<file path="config.mk">
export PLATFORM = sky130hd
export DESIGN_NAME = atr_task_file
export DESIGN_NICKNAME = d
export VERILOG_FILES = /design/src/atr_pkg.sv /design/src/atr_task_file.sv /design/src/atr_byte_pair.sv
export SDC_FILE = /design/constraint.sdc
export NUM_CORES = 1
export LEC_CHECK = 0
export BUFFER_PORTS_ARGS = -buffer_cell sky130_fd_sc_hd__buf_2
export CORE_MARGIN = 1.5
export CORE_UTILIZATION = 53
export DETAILED_ROUTE_END_ITERATION = 8
export GPL_ROUTABILITY_DRIVEN = 0
export PLACE_DENSITY = 0.79
export SETUP_SLACK_MARGIN = 0.05
export SLEW_MARGIN = 20
export SYNTH_ARGS = -nofsm -noshare
export SYNTH_HDL_FRONTEND = slang
export SYNTH_SLANG_ARGS = --single-unit
</file>
<file path="constraint.sdc">
create_clock -name mclk_i -period 17.9 [get_ports mclk_i]
set_input_delay 3.58 -clock mclk_i [delete_from_list [all_inputs] [get_ports mclk_i]]
set_output_delay 3.58 -clock mclk_i [all_outputs]
set_load 0.02 [all_outputs]
</file>
<file path="src/atr_pkg.sv">
package atr_pkg;

  // register indices on the task-file port
  localparam logic [3:0] REG_DATA_IDX    = 4'h0;
  localparam logic [3:0] REG_ERR_FEAT    = 4'h1;
  localparam logic [3:0] REG_COUNT       = 4'h2;
  localparam logic [3:0] REG_ADDR0       = 4'h3;
  localparam logic [3:0] REG_ADDR1       = 4'h4;
  localparam logic [3:0] REG_ADDR2       = 4'h5;
  localparam logic [3:0] REG_HEAD        = 4'h6;
  localparam logic [3:0] REG_STAT_CMD    = 4'h7;
  localparam logic [3:0] REG_MIRROR_CTRL = 4'hE;

  // status bits
  localparam int ST_BUSY  = 7;
  localparam int ST_READY = 6;
  localparam int ST_FAULT = 5;
  localparam int ST_SEEK  = 4;
  localparam int ST_DREQ  = 3;
  localparam int ST_CORRECTED_FLAG  = 2;
  localparam int ST_REV   = 1;
  localparam int ST_ERR   = 0;

  // interface control bits
  localparam int CT_HOB  = 7;
  localparam int CT_SOFT_RESET_BIT = 2;
  localparam int CT_IEN  = 1;

  // head register bits
  localparam int HD_LBA = 6;
  localparam int HD_DRV = 4;

  // error bit mask: bits 5, 3, 0 read zero
  localparam logic [7:0] ERR_MASK = 8'hD6;

  localparam logic [7:0] RST_STATUS = 8'h50;
  localparam logic [7:0] RST_ONE    = 8'h01;
  localparam logic [7:0] RST_ZERO   = 8'h00;
  localparam logic [7:0] DIAG_OK    = 8'h01;

  // task-file access from the link layer
  typedef struct packed {
    logic       wr;
    logic       rd;
    logic [3:0] idx;
    logic [7:0] data;
  } atr_acc_t;

  // completion report from the media engine
  typedef struct packed {
    logic        done;
    logic        fail;
    logic        load_diag;
    logic [7:0]  err;
    logic [15:0] left;
    logic [47:0] addr;
  } atr_done_t;

  typedef enum logic [1:0] {
    ST_IDLE  = 2'b00,
    ST_RESET = 2'b01,
    ST_EXEC  = 2'b10
  } atr_state_t;

endpackage

</file>
<file path="src/atr_task_file.sv">
`timescale 1ns/1ps
module atr_task_file
  import atr_pkg::*;
(
  input  wire logic      mclk_i,
  input  wire logic      rst_i,
  input  wire logic      link_reset_i,
  input  wire atr_acc_t  acc_i,
  input  wire atr_done_t done_i,
  input  wire logic      powered_up_i,
  input  wire logic      seek_start_i,
  input  wire logic      seek_settled_i,
  input  wire logic      standby_i,
  input  wire logic      data_req_i,
  input  wire logic      selected_i,
  output logic [7:0]     rdata_o,
  output logic           cmd_start_o,
  output logic [7:0]     cmd_code_o,
  output logic [7:0]     feature_o,
  output logic [7:0]     feature_prev_o,
  output logic           lba_mode_o,
  output logic [47:0]    lba_o,
  output logic [16:0]    sectors_o,
  output logic           dev_reset_o,
  output logic           irq_o
);

  ////////////////////////////////////////////////////////////////////////////
  logic [7:0] count_cur, count_prev, a0_cur, a0_prev;
  logic [7:0] a1_cur, a1_prev, a2_cur, a2_prev;
  logic [7:0] head, ctrl, err_reg;
  logic       busy, ready, seek, err_flag, irq_pend, rdy_hold;
  logic       hob_next_wr;
  atr_state_t state;
  logic       soft_clr;
  logic       cb_wr, cmd_wr, ctrl_wr, stat_rd;
  logic [7:0] status;

  assign cb_wr   = acc_i.wr && (acc_i.idx != REG_MIRROR_CTRL);
  assign cmd_wr  = acc_i.wr && (acc_i.idx == REG_STAT_CMD);
  assign ctrl_wr = acc_i.wr && (acc_i.idx == REG_MIRROR_CTRL);
  assign stat_rd = acc_i.rd && (acc_i.idx == REG_STAT_CMD);
  assign soft_clr = link_reset_i || ctrl[CT_SOFT_RESET_BIT];
  assign hob_next_wr = 1'b0;

  // fault, corrected and revolution bits held low
  assign status = {busy, ready, 1'b0, seek, data_req_i, 1'b0, 1'b0,
                   err_flag};

  ////////////////////////////////////////////////////////////////////////////
  // address/count byte pairs, updated at completion
  atr_byte_pair #(.RST_VAL(RST_ONE)) u_count (
    .mclk_i   (mclk_i),
    .rst_i    (rst_i),
    .clr_i    (soft_clr),
    .wr_i     (acc_i.wr && acc_i.idx == REG_COUNT && !busy),
    .wdata_i  (acc_i.data),
    .upd_i    (done_i.done && state == ST_EXEC),
    .upd_val_i(done_i.left),
    .cur_o    (count_cur),
    .prev_o   (count_prev)
  );
  atr_byte_pair #(.RST_VAL(RST_ONE)) u_a0 (
    .mclk_i   (mclk_i),
    .rst_i    (rst_i),
    .clr_i    (soft_clr),
    .wr_i     (acc_i.wr && acc_i.idx == REG_ADDR0 && !busy),
    .wdata_i  (acc_i.data),
    .upd_i    (done_i.done && state == ST_EXEC),
    .upd_val_i({done_i.addr[31:24], done_i.addr[7:0]}),
    .cur_o    (a0_cur),
    .prev_o   (a0_prev)
  );
  atr_byte_pair #(.RST_VAL(RST_ZERO)) u_a1 (
    .mclk_i   (mclk_i),
    .rst_i    (rst_i),
    .clr_i    (soft_clr),
    .wr_i     (acc_i.wr && acc_i.idx == REG_ADDR1 && !busy),
    .wdata_i  (acc_i.data),
    .upd_i    (done_i.done && state == ST_EXEC),
    .upd_val_i({done_i.addr[39:32], done_i.addr[15:8]}),
    .cur_o    (a1_cur),
    .prev_o   (a1_prev)
  );
  atr_byte_pair #(.RST_VAL(RST_ZERO)) u_a2 (
    .mclk_i   (mclk_i),
    .rst_i    (rst_i),
    .clr_i    (soft_clr),
    .wr_i     (acc_i.wr && acc_i.idx == REG_ADDR2 && !busy),
    .wdata_i  (acc_i.data),
    .upd_i    (done_i.done && state == ST_EXEC),
    .upd_val_i({done_i.addr[47:40], done_i.addr[23:16]}),
    .cur_o    (a2_cur),
    .prev_o   (a2_prev)
  );

  ////////////////////////////////////////////////////////////////////////////
  // interface control; soft reset bit survives its own clear
  always_ff @(posedge mclk_i or posedge rst_i) begin
    if (rst_i) begin
      ctrl <= RST_ZERO;
    end else if (link_reset_i) begin
      ctrl <= RST_ZERO;
    end else if (ctrl_wr) begin
      ctrl <= acc_i.data;
    end else if (cb_wr) begin
      ctrl[CT_HOB] <= hob_next_wr;
    end
  end

  // head register, drive select kept but unused
  always_ff @(posedge mclk_i or posedge rst_i) begin
    if (rst_i) begin
      head <= RST_ZERO;
    end else if (soft_clr) begin
      head <= RST_ZERO;
    end else if (done_i.done && state == ST_EXEC) begin
      head[3:0] <= done_i.addr[27:24];
    end else if (acc_i.wr && acc_i.idx == REG_HEAD && !busy) begin
      head <= acc_i.data;
    end
  end

  // features and command code latches
  always_ff @(posedge mclk_i or posedge rst_i) begin
    if (rst_i) begin
      feature_o      <= RST_ZERO;
      feature_prev_o <= RST_ZERO;
      cmd_code_o     <= RST_ZERO;
    end else begin
      if (acc_i.wr && acc_i.idx == REG_ERR_FEAT && !busy) begin
        feature_o      <= acc_i.data;
        feature_prev_o <= feature_o;
      end
      if (cmd_wr && !busy) begin
        cmd_code_o <= acc_i.data;
      end
    end
  end

  ////////////////////////////////////////////////////////////////////////////
  // command sequencing
  always_ff @(posedge mclk_i or posedge rst_i) begin
    if (rst_i) begin
      state       <= ST_RESET;
      cmd_start_o <= 1'b0;
      busy        <= 1'b1;
    end else begin
      cmd_start_o <= 1'b0;
      case (state)
        ST_RESET: begin
          busy <= 1'b1;
          if (!soft_clr) begin
            state <= ST_IDLE;
            busy  <= 1'b0;
          end
        end
        ST_IDLE: begin
          if (soft_clr) begin
            state <= ST_RESET;
            busy  <= 1'b1;
          end else if (cmd_wr) begin
            state       <= ST_EXEC;
            cmd_start_o <= 1'b1;
            busy        <= 1'b1;
          end
        end
        ST_EXEC: begin
          if (soft_clr) begin
            state <= ST_RESET;
          end else if (done_i.done) begin
            state <= ST_IDLE;
            busy  <= 1'b0;
          end
        end
        default: begin
          state <= ST_RESET;
        end
      endcase
    end
  end

  // error register and flag
  always_ff @(posedge mclk_i or posedge rst_i) begin
    if (rst_i) begin
      err_reg  <= DIAG_OK;
      err_flag <= 1'b0;
    end else if (soft_clr) begin
      err_reg  <= DIAG_OK;
      err_flag <= 1'b0;
    end else if (done_i.done && state == ST_EXEC) begin
      err_reg  <= done_i.load_diag ? done_i.err : (done_i.err & ERR_MASK);
      err_flag <= done_i.fail;
    end else if (cmd_wr && state == ST_IDLE) begin
      err_flag <= 1'b0;
    end
  end

  // ready and seek settled, held after error until status read
  always_ff @(posedge mclk_i or posedge rst_i) begin
    if (rst_i) begin
      ready    <= 1'b1;
      seek     <= 1'b1;
      rdy_hold <= 1'b0;
    end else if (soft_clr) begin
      ready    <= powered_up_i;
      seek     <= seek_settled_i || standby_i;
      rdy_hold <= 1'b0;
    end else if (done_i.done && state == ST_EXEC && done_i.fail) begin
      ready    <= 1'b0;
      rdy_hold <= 1'b1;
    end else if (rdy_hold) begin
      // only an error holds ready low; power-up low follows the pin
      if (stat_rd) begin
        ready    <= powered_up_i;
        seek     <= seek_settled_i || standby_i;
        rdy_hold <= 1'b0;
      end
    end else begin
      ready <= powered_up_i;
      if (standby_i || seek_settled_i) begin
        seek <= 1'b1;
      end else if (seek_start_i) begin
        seek <= 1'b0;
      end
    end
  end

  // interrupt pending; completion wins over an acknowledge
  always_ff @(posedge mclk_i or posedge rst_i) begin
    if (rst_i) begin
      irq_pend <= 1'b0;
      irq_o    <= 1'b0;
    end else begin
      if (done_i.done && state == ST_EXEC) begin
        irq_pend <= 1'b1;
      end else if (stat_rd || soft_clr) begin
        irq_pend <= 1'b0;
      end
      irq_o <= irq_pend && !ctrl[CT_IEN] && selected_i
               && !(stat_rd && !(done_i.done && state == ST_EXEC));
    end
  end

  ////////////////////////////////////////////////////////////////////////////
  // read mux; mirror read does not touch the interrupt
  always_ff @(posedge mclk_i or posedge rst_i) begin
    if (rst_i) begin
      rdata_o <= RST_STATUS;
    end else if (acc_i.rd) begin
      if (busy) begin
        rdata_o <= status;
      end else if (acc_i.idx == REG_ERR_FEAT) begin
        rdata_o <= err_reg;
      end else if (acc_i.idx == REG_COUNT) begin
        rdata_o <= ctrl[CT_HOB] ? count_prev : count_cur;
      end else if (acc_i.idx == REG_ADDR0) begin
        rdata_o <= ctrl[CT_HOB] ? a0_prev : a0_cur;
      end else if (acc_i.idx == REG_ADDR1) begin
        rdata_o <= ctrl[CT_HOB] ? a1_prev : a1_cur;
      end else if (acc_i.idx == REG_ADDR2) begin
        rdata_o <= ctrl[CT_HOB] ? a2_prev : a2_cur;
      end else if (acc_i.idx == REG_HEAD) begin
        rdata_o <= head;
      end else if (acc_i.idx == REG_STAT_CMD ||
                   acc_i.idx == REG_MIRROR_CTRL) begin
        rdata_o <= status;
      end else begin
        rdata_o <= RST_ZERO;
      end
    end
  end

  // decoded command parameters
  always_ff @(posedge mclk_i or posedge rst_i) begin
    if (rst_i) begin
      lba_mode_o  <= 1'b0;
      lba_o       <= '0;
      sectors_o   <= '0;
      dev_reset_o <= 1'b1;
    end else begin
      lba_mode_o  <= head[HD_LBA];
      lba_o       <= {a2_prev, a1_prev, a0_prev, a2_cur, a1_cur, a0_cur};
      sectors_o   <= {({count_prev, count_cur} == 16'h0000), count_prev,
                      count_cur};
      dev_reset_o <= soft_clr;
    end
  end

  ////////////////////////////////////////////////////////////////////////////
  property p_clr_on_cmd;
    @(posedge mclk_i) disable iff (rst_i)
      (cmd_wr && state == ST_IDLE && !soft_clr) |=> !err_flag;
  endproperty
  a_clr_on_cmd: assert property (p_clr_on_cmd)
    else $error("error flag not cleared by command");

  property p_start;
    @(posedge mclk_i) disable iff (rst_i)
      (cmd_wr && state == ST_IDLE && !soft_clr) |=> cmd_start_o && busy;
  endproperty
  a_start: assert property (p_start)
    else $error("command did not start");

  property p_hob;
    @(posedge mclk_i) disable iff (rst_i)
      (cb_wr && !link_reset_i) |=> !ctrl[CT_HOB];
  endproperty
  a_hob: assert property (p_hob)
    else $error("high byte select not cleared");

  property p_soft_reset_bit;
    @(posedge mclk_i) disable iff (rst_i)
      ctrl[CT_SOFT_RESET_BIT] |=> dev_reset_o && busy;
  endproperty
  a_soft_reset_bit: assert property (p_soft_reset_bit)
    else $error("soft reset not held");

  property p_irq_mask;
    @(posedge mclk_i) disable iff (rst_i)
      (ctrl[CT_IEN] || !selected_i) |=> !irq_o;
  endproperty
  a_irq_mask: assert property (p_irq_mask)
    else $error("interrupt not suppressed");

  property p_ack;
    @(posedge mclk_i) disable iff (rst_i)
      (stat_rd && !(done_i.done && state == ST_EXEC)) |=> !irq_pend;
  endproperty
  a_ack: assert property (p_ack)
    else $error("status read did not clear interrupt");

  property p_busy_read;
    @(posedge mclk_i) disable iff (rst_i)
      (acc_i.rd && busy) |=> rdata_o == $past(status);
  endproperty
  a_busy_read: assert property (p_busy_read)
    else $error("busy read did not return status");

  property p_err_zero;
    @(posedge mclk_i) disable iff (rst_i)
      (done_i.done && state == ST_EXEC && !done_i.load_diag && !soft_clr)
      |=> (err_reg & ~ERR_MASK) == RST_ZERO;
  endproperty
  a_err_zero: assert property (p_err_zero)
    else $error("reserved error bits set");

  c_cmd: cover property (@(posedge mclk_i) disable iff (rst_i)
    cmd_start_o ##[1:20] (done_i.done && state == ST_EXEC));
  c_fail: cover property (@(posedge mclk_i) disable iff (rst_i)
    !ready ##[1:20] stat_rd);
  c_reset: cover property (@(posedge mclk_i) disable iff (rst_i)
    ctrl[CT_SOFT_RESET_BIT] ##[1:20] (state == ST_IDLE));
endmodule

</file>
<file path="src/atr_byte_pair.sv">
`timescale 1ns/1ps
// two-deep byte register: current and previous write
module atr_byte_pair
  import atr_pkg::*;
#(
  parameter logic [7:0] RST_VAL = 8'h00
) (
  input  wire logic       mclk_i,
  input  wire logic       rst_i,
  input  wire logic       clr_i,
  input  wire logic       wr_i,
  input  wire logic [7:0] wdata_i,
  input  wire logic       upd_i,
  input  wire logic [15:0] upd_val_i,
  output logic [7:0]      cur_o,
  output logic [7:0]      prev_o
);
  always_ff @(posedge mclk_i or posedge rst_i) begin
    if (rst_i) begin
      cur_o  <= RST_VAL;
      prev_o <= RST_ZERO;
    end else if (clr_i) begin
      cur_o  <= RST_VAL;
      prev_o <= RST_ZERO;
    end else if (upd_i) begin
      cur_o  <= upd_val_i[7:0];
      prev_o <= upd_val_i[15:8];
    end else if (wr_i) begin
      cur_o  <= wdata_i;
      prev_o <= cur_o;
    end
  end
endmodule

</file>
==> results.env <==
TOTALPOWERFINAL_W=0.0009849
DETAIL_ROUTE.VIAS_PER_CELL=5.867
STATUS='finished, final reports clean'
SETUP_VIOLATIONS=0
MAX-SLEW-MARGIN-REL=0.3183
ROUTE.DETAILED.WL_PER_INST_UM=19.38
SETUP_REPAIR_AFTER_GLOBAL_ROUTING_MISSED_ITS_MARGIN='false'
TIMING.RR.END='u_a0.prev_o[5]'
DR.PASS1.ITERS=5
LARGEST_REGISTER_FF_COUNT=48
POST_DP_CELL_AREA_SQ_UM=9294
MIN_DELAY_SRC='u_a0.prev_o[0]'
WORSTSKEWPAIRLATENCY_PS=450
GRT_OVERFLOW=0
GRT_ANTENNA_BEFORE_REPAIR=0
YOSYSUNIQUECELLTYPES=52
FIN_TNS_SETUP_PS=0
LAYOUT-DRIVE-GT1-SHARE=0.3116
POST_CTS.RESIZED_INSTANCES=0
WORSTREGTOREGCELLS=6
PLACE_HPWL_UM=15030
DRT_WL_TOTAL_UM=21800
POST_CTS_SETUP_BUFS=0
MET3WIRELENGTH_UM=1665
P_LEAK_nW=4.787
CTS_ROOT_BUF='sky130_fd_sc_hd__clkbuf_16'
MOSTFREQUENTLAYOUTCELLS='sky130_fd_sc_hd__buf_2, sky130_fd_sc_hd__dfrtp_1, sky130_fd_sc_hd__nand2_1'
SYN2LAYOUT_AREA_GROWTH_PCT=19.35
TOTAL_VIAS_IN_THE_FINAL_ROUTE=6600
CRITICAL_PATH_TOP_DELAY_CELL='sky130_fd_sc_hd__nor3b_4'
YS_SEQ_ELEMENTS=192
POST_ROUTE_ANTENNA_NET_VIOLATION_COUNT=0
FP.DIEAREA_SQ_UM=16340
FIRST_PASS_GRT_WIRE_LENGTH_UM=33660
TRITONCTS_NUM_SINKS=192
CRIT_ARRIVAL_PS=5600
DRT_FIRST_ITER_VIOLATIONS=673
MAXCAPVIOLATIONS=0
CORE-AREA_SQ_UM=15200
WORST_CLOCK_SKEW_PS=14.65
FP.DIEH_UM=127.8
FINISH.CELL_COUNT_WITHOUT_FILLERS=1125
SYNTH_TOP_FLOP_CELL='sky130_fd_sc_hd__dfrtp_1'
SYNTH.CELL_AREA_SQ_UM=8258
TIMING.RR.START='state[0]'
NUM_IO_PINS=199
TOP_REGISTER='lba_o'
INITIAL_UTILIZATION=0.5432
YS_ASYNC_RST_SHARE=1.000
NUMBER_OF_BUFFERS_ADDED_TO_FIX_HOLD_VIOLATIONS_AFTER_CTS=0
WORST_SETUP_PATH_STARTPOINT='done_i[74]'
SYNTH.AVG_CELL_AREA_SQ_UM=10.98
DRC_ERRORS=0
ROUTEDLENGTHMET1_UM=9506
CTS_TREE='yes'
WORST-SETUP-PATH-TYPE='in2reg'
FINAL_NET_COUNT=1022
CRITICAL_PATH.STARTPOINT_TYPE='primary input'
BUFFER_PORTS.INSERTED=198
TIMING.HOLD.WORST_PATH_DEPTH=0
ROWS=45
NUMCTSBUFFERS=17
CLK_PIN_SLEW_PS=70
TIMING.FMAX_GHz=0.1897
MAX_STAGE_DELAY_PS=820
GRTUSAGETOTAL=0.2729
NETS_IN_THE_SYNTHESIZED_NETLIST=850
DETAILROUTE.WIRELENGTH.MET2_UM=9891
REG_TOP3='lba_o x48, sectors_o x17'
WORSTHOLDENDPOINT='lba_o[24]'
TIGHTESTPINTRANSITION_PS=1021
H-TREE-DEPTH=4
CRITICAL_PATH.MAX_FANOUT=52
GRT_MAX_DEGREE=117
NETLIST_INSTANCES=752
FF2FF_SETUP_SLACK_PS=15260
FIRST_GLOBAL_VIAS=6266
PERIOD_NEEDED_PS=5272
WORST_HOLD_PATH_TYPE='reg2reg'
FINAL_MAX_SLEW_VIOL_COUNT=0
FINALINSTANCEAREA_SQ_UM=9856
PLACED_CELLS_INCL_TAPS=1093
MAXUSEDROUTINGLAYER='met4'
MOST_COMMON_LIBRARY_CELL_IN_THE_LAYOUT_IGNORING_FILL_AND_TAPS='sky130_fd_sc_hd__buf_2'
LAYOUT_WORST_PATH_CYCLE_SHARE=0.2945
CRIT_PATH_END_KIND='flop'
VDD_DROP_MAX_mV=0.06865
SYNTH-EDFF-COUNT=0
ANTENNA_CELLS=0
PATH_CELLS='buf_2 -> nor3b_4 -> buf_4 -> a21oi_1 -> o31ai_1'
POWER_DENSITY_nW_PER_UM2=99.93
FINALHOLDVIOLATIONS=0
SYNTH.YOSYS.WARNINGS=0
WORST_EP_REQUIRED_TIME_PS=18220
SEQ_AREA_FRAC_SYNTH=0.5833
DIE_W_UM=127.8
MAX-CLOCK-PATH-BUFFERS=2
POST-ROUTE-UTIL=0.6483
-- cells by family (layout without fill, tap and decap cells) --
family                 after synthesis  after routing  share of synthesized area
multiplexers                        67             67                    0.09030
buffers and inverters               57            242                    0.03439
AND/OR/NAND/NOR                    221            221                     0.1227
AO/OA/AOI/OAI                      215            215                     0.1692
flip-flops                         192            192                     0.5833
-- worst max path at each step --
stage                        end  slack (ps)  depth (start not counted)
2_1_floorplan      cmd_code_o[0]        9110                          1
3_3_place_gp       u_a0.cur_o[0]       12080                          7
3_5_place_dp   u_count.prev_o[4]       12000                          7
4_1_cts        u_count.prev_o[2]       12430                          7
5_1_grt           u_a0.prev_o[1]       12430                          6
6_report           u_a2.cur_o[3]       12630                          5
-- worst max-delay path, delay by kind of cell --
kind	cells	cell delay (ps)
simple gates	1	820
compound gates	2	430
buf+inv	2	720
-- area by class of cell --
class / count / area, sq um
multi-input combinational: 503 / 3186
timing repair buffer: 203 / 1028
clock buffer: 18 / 429.2
tap: 188 / 235.2
sequential: 192 / 4818
fill: 1210 / 5346
clock inverter: 14 / 125.1
inverter: 7 / 33.78
-- where the power goes --
part           total (W)  switching [W]  internal [W]
Clock           0.000357       0.000175      0.000182
Combinational   0.000136      0.0000859     0.0000503
Sequential      0.000492      0.0000234      0.000468
Total           0.000985       0.000284      0.000701
-- metrics by stage --
stage | setup slack (ps) | hold slack [ps]
after floorplan | 9109 | 369.1
after global placement | 12080 | 390.1
after detailed placement | 12000 | 390.0
after CTS | 12430 | 405.7
after global routing | 12430 | 422.5
final | 12630 | 408.3
-- cells in the mapped netlist (7+ instances only) --
cell,n,area share
sky130_fd_sc_hd__a21oi_1,97,0.059
sky130_fd_sc_hd__a22o_1,30,0.032
sky130_fd_sc_hd__and2_1,12,0.0091
sky130_fd_sc_hd__buf_2,21,0.013
sky130_fd_sc_hd__buf_4,7,0.0064
sky130_fd_sc_hd__clkbuf_1,18,0.0082
sky130_fd_sc_hd__dfrtp_1,182,0.55
sky130_fd_sc_hd__dfstp_2,10,0.032
sky130_fd_sc_hd__mux2_2,20,0.027
sky130_fd_sc_hd__mux2_4,10,0.018
sky130_fd_sc_hd__mux2i_1,37,0.045
sky130_fd_sc_hd__nand2_1,145,0.066
sky130_fd_sc_hd__nand3_1,8,0.0048
sky130_fd_sc_hd__nor2_1,21,0.0095
sky130_fd_sc_hd__o21ai_0,17,0.010
sky130_fd_sc_hd__o22ai_1,7,0.0053
sky130_fd_sc_hd__o31ai_1,33,0.030
-- layer usage --
metal / vias up / track usage
met5: - / 0
met4: 0 / 0.1176
met3: 50 / 0.06845
met2: 317 / 0.4102
met1: 3213 / 0.3795
li1: 3020 / -
Power figures use the tool's default switching activity.
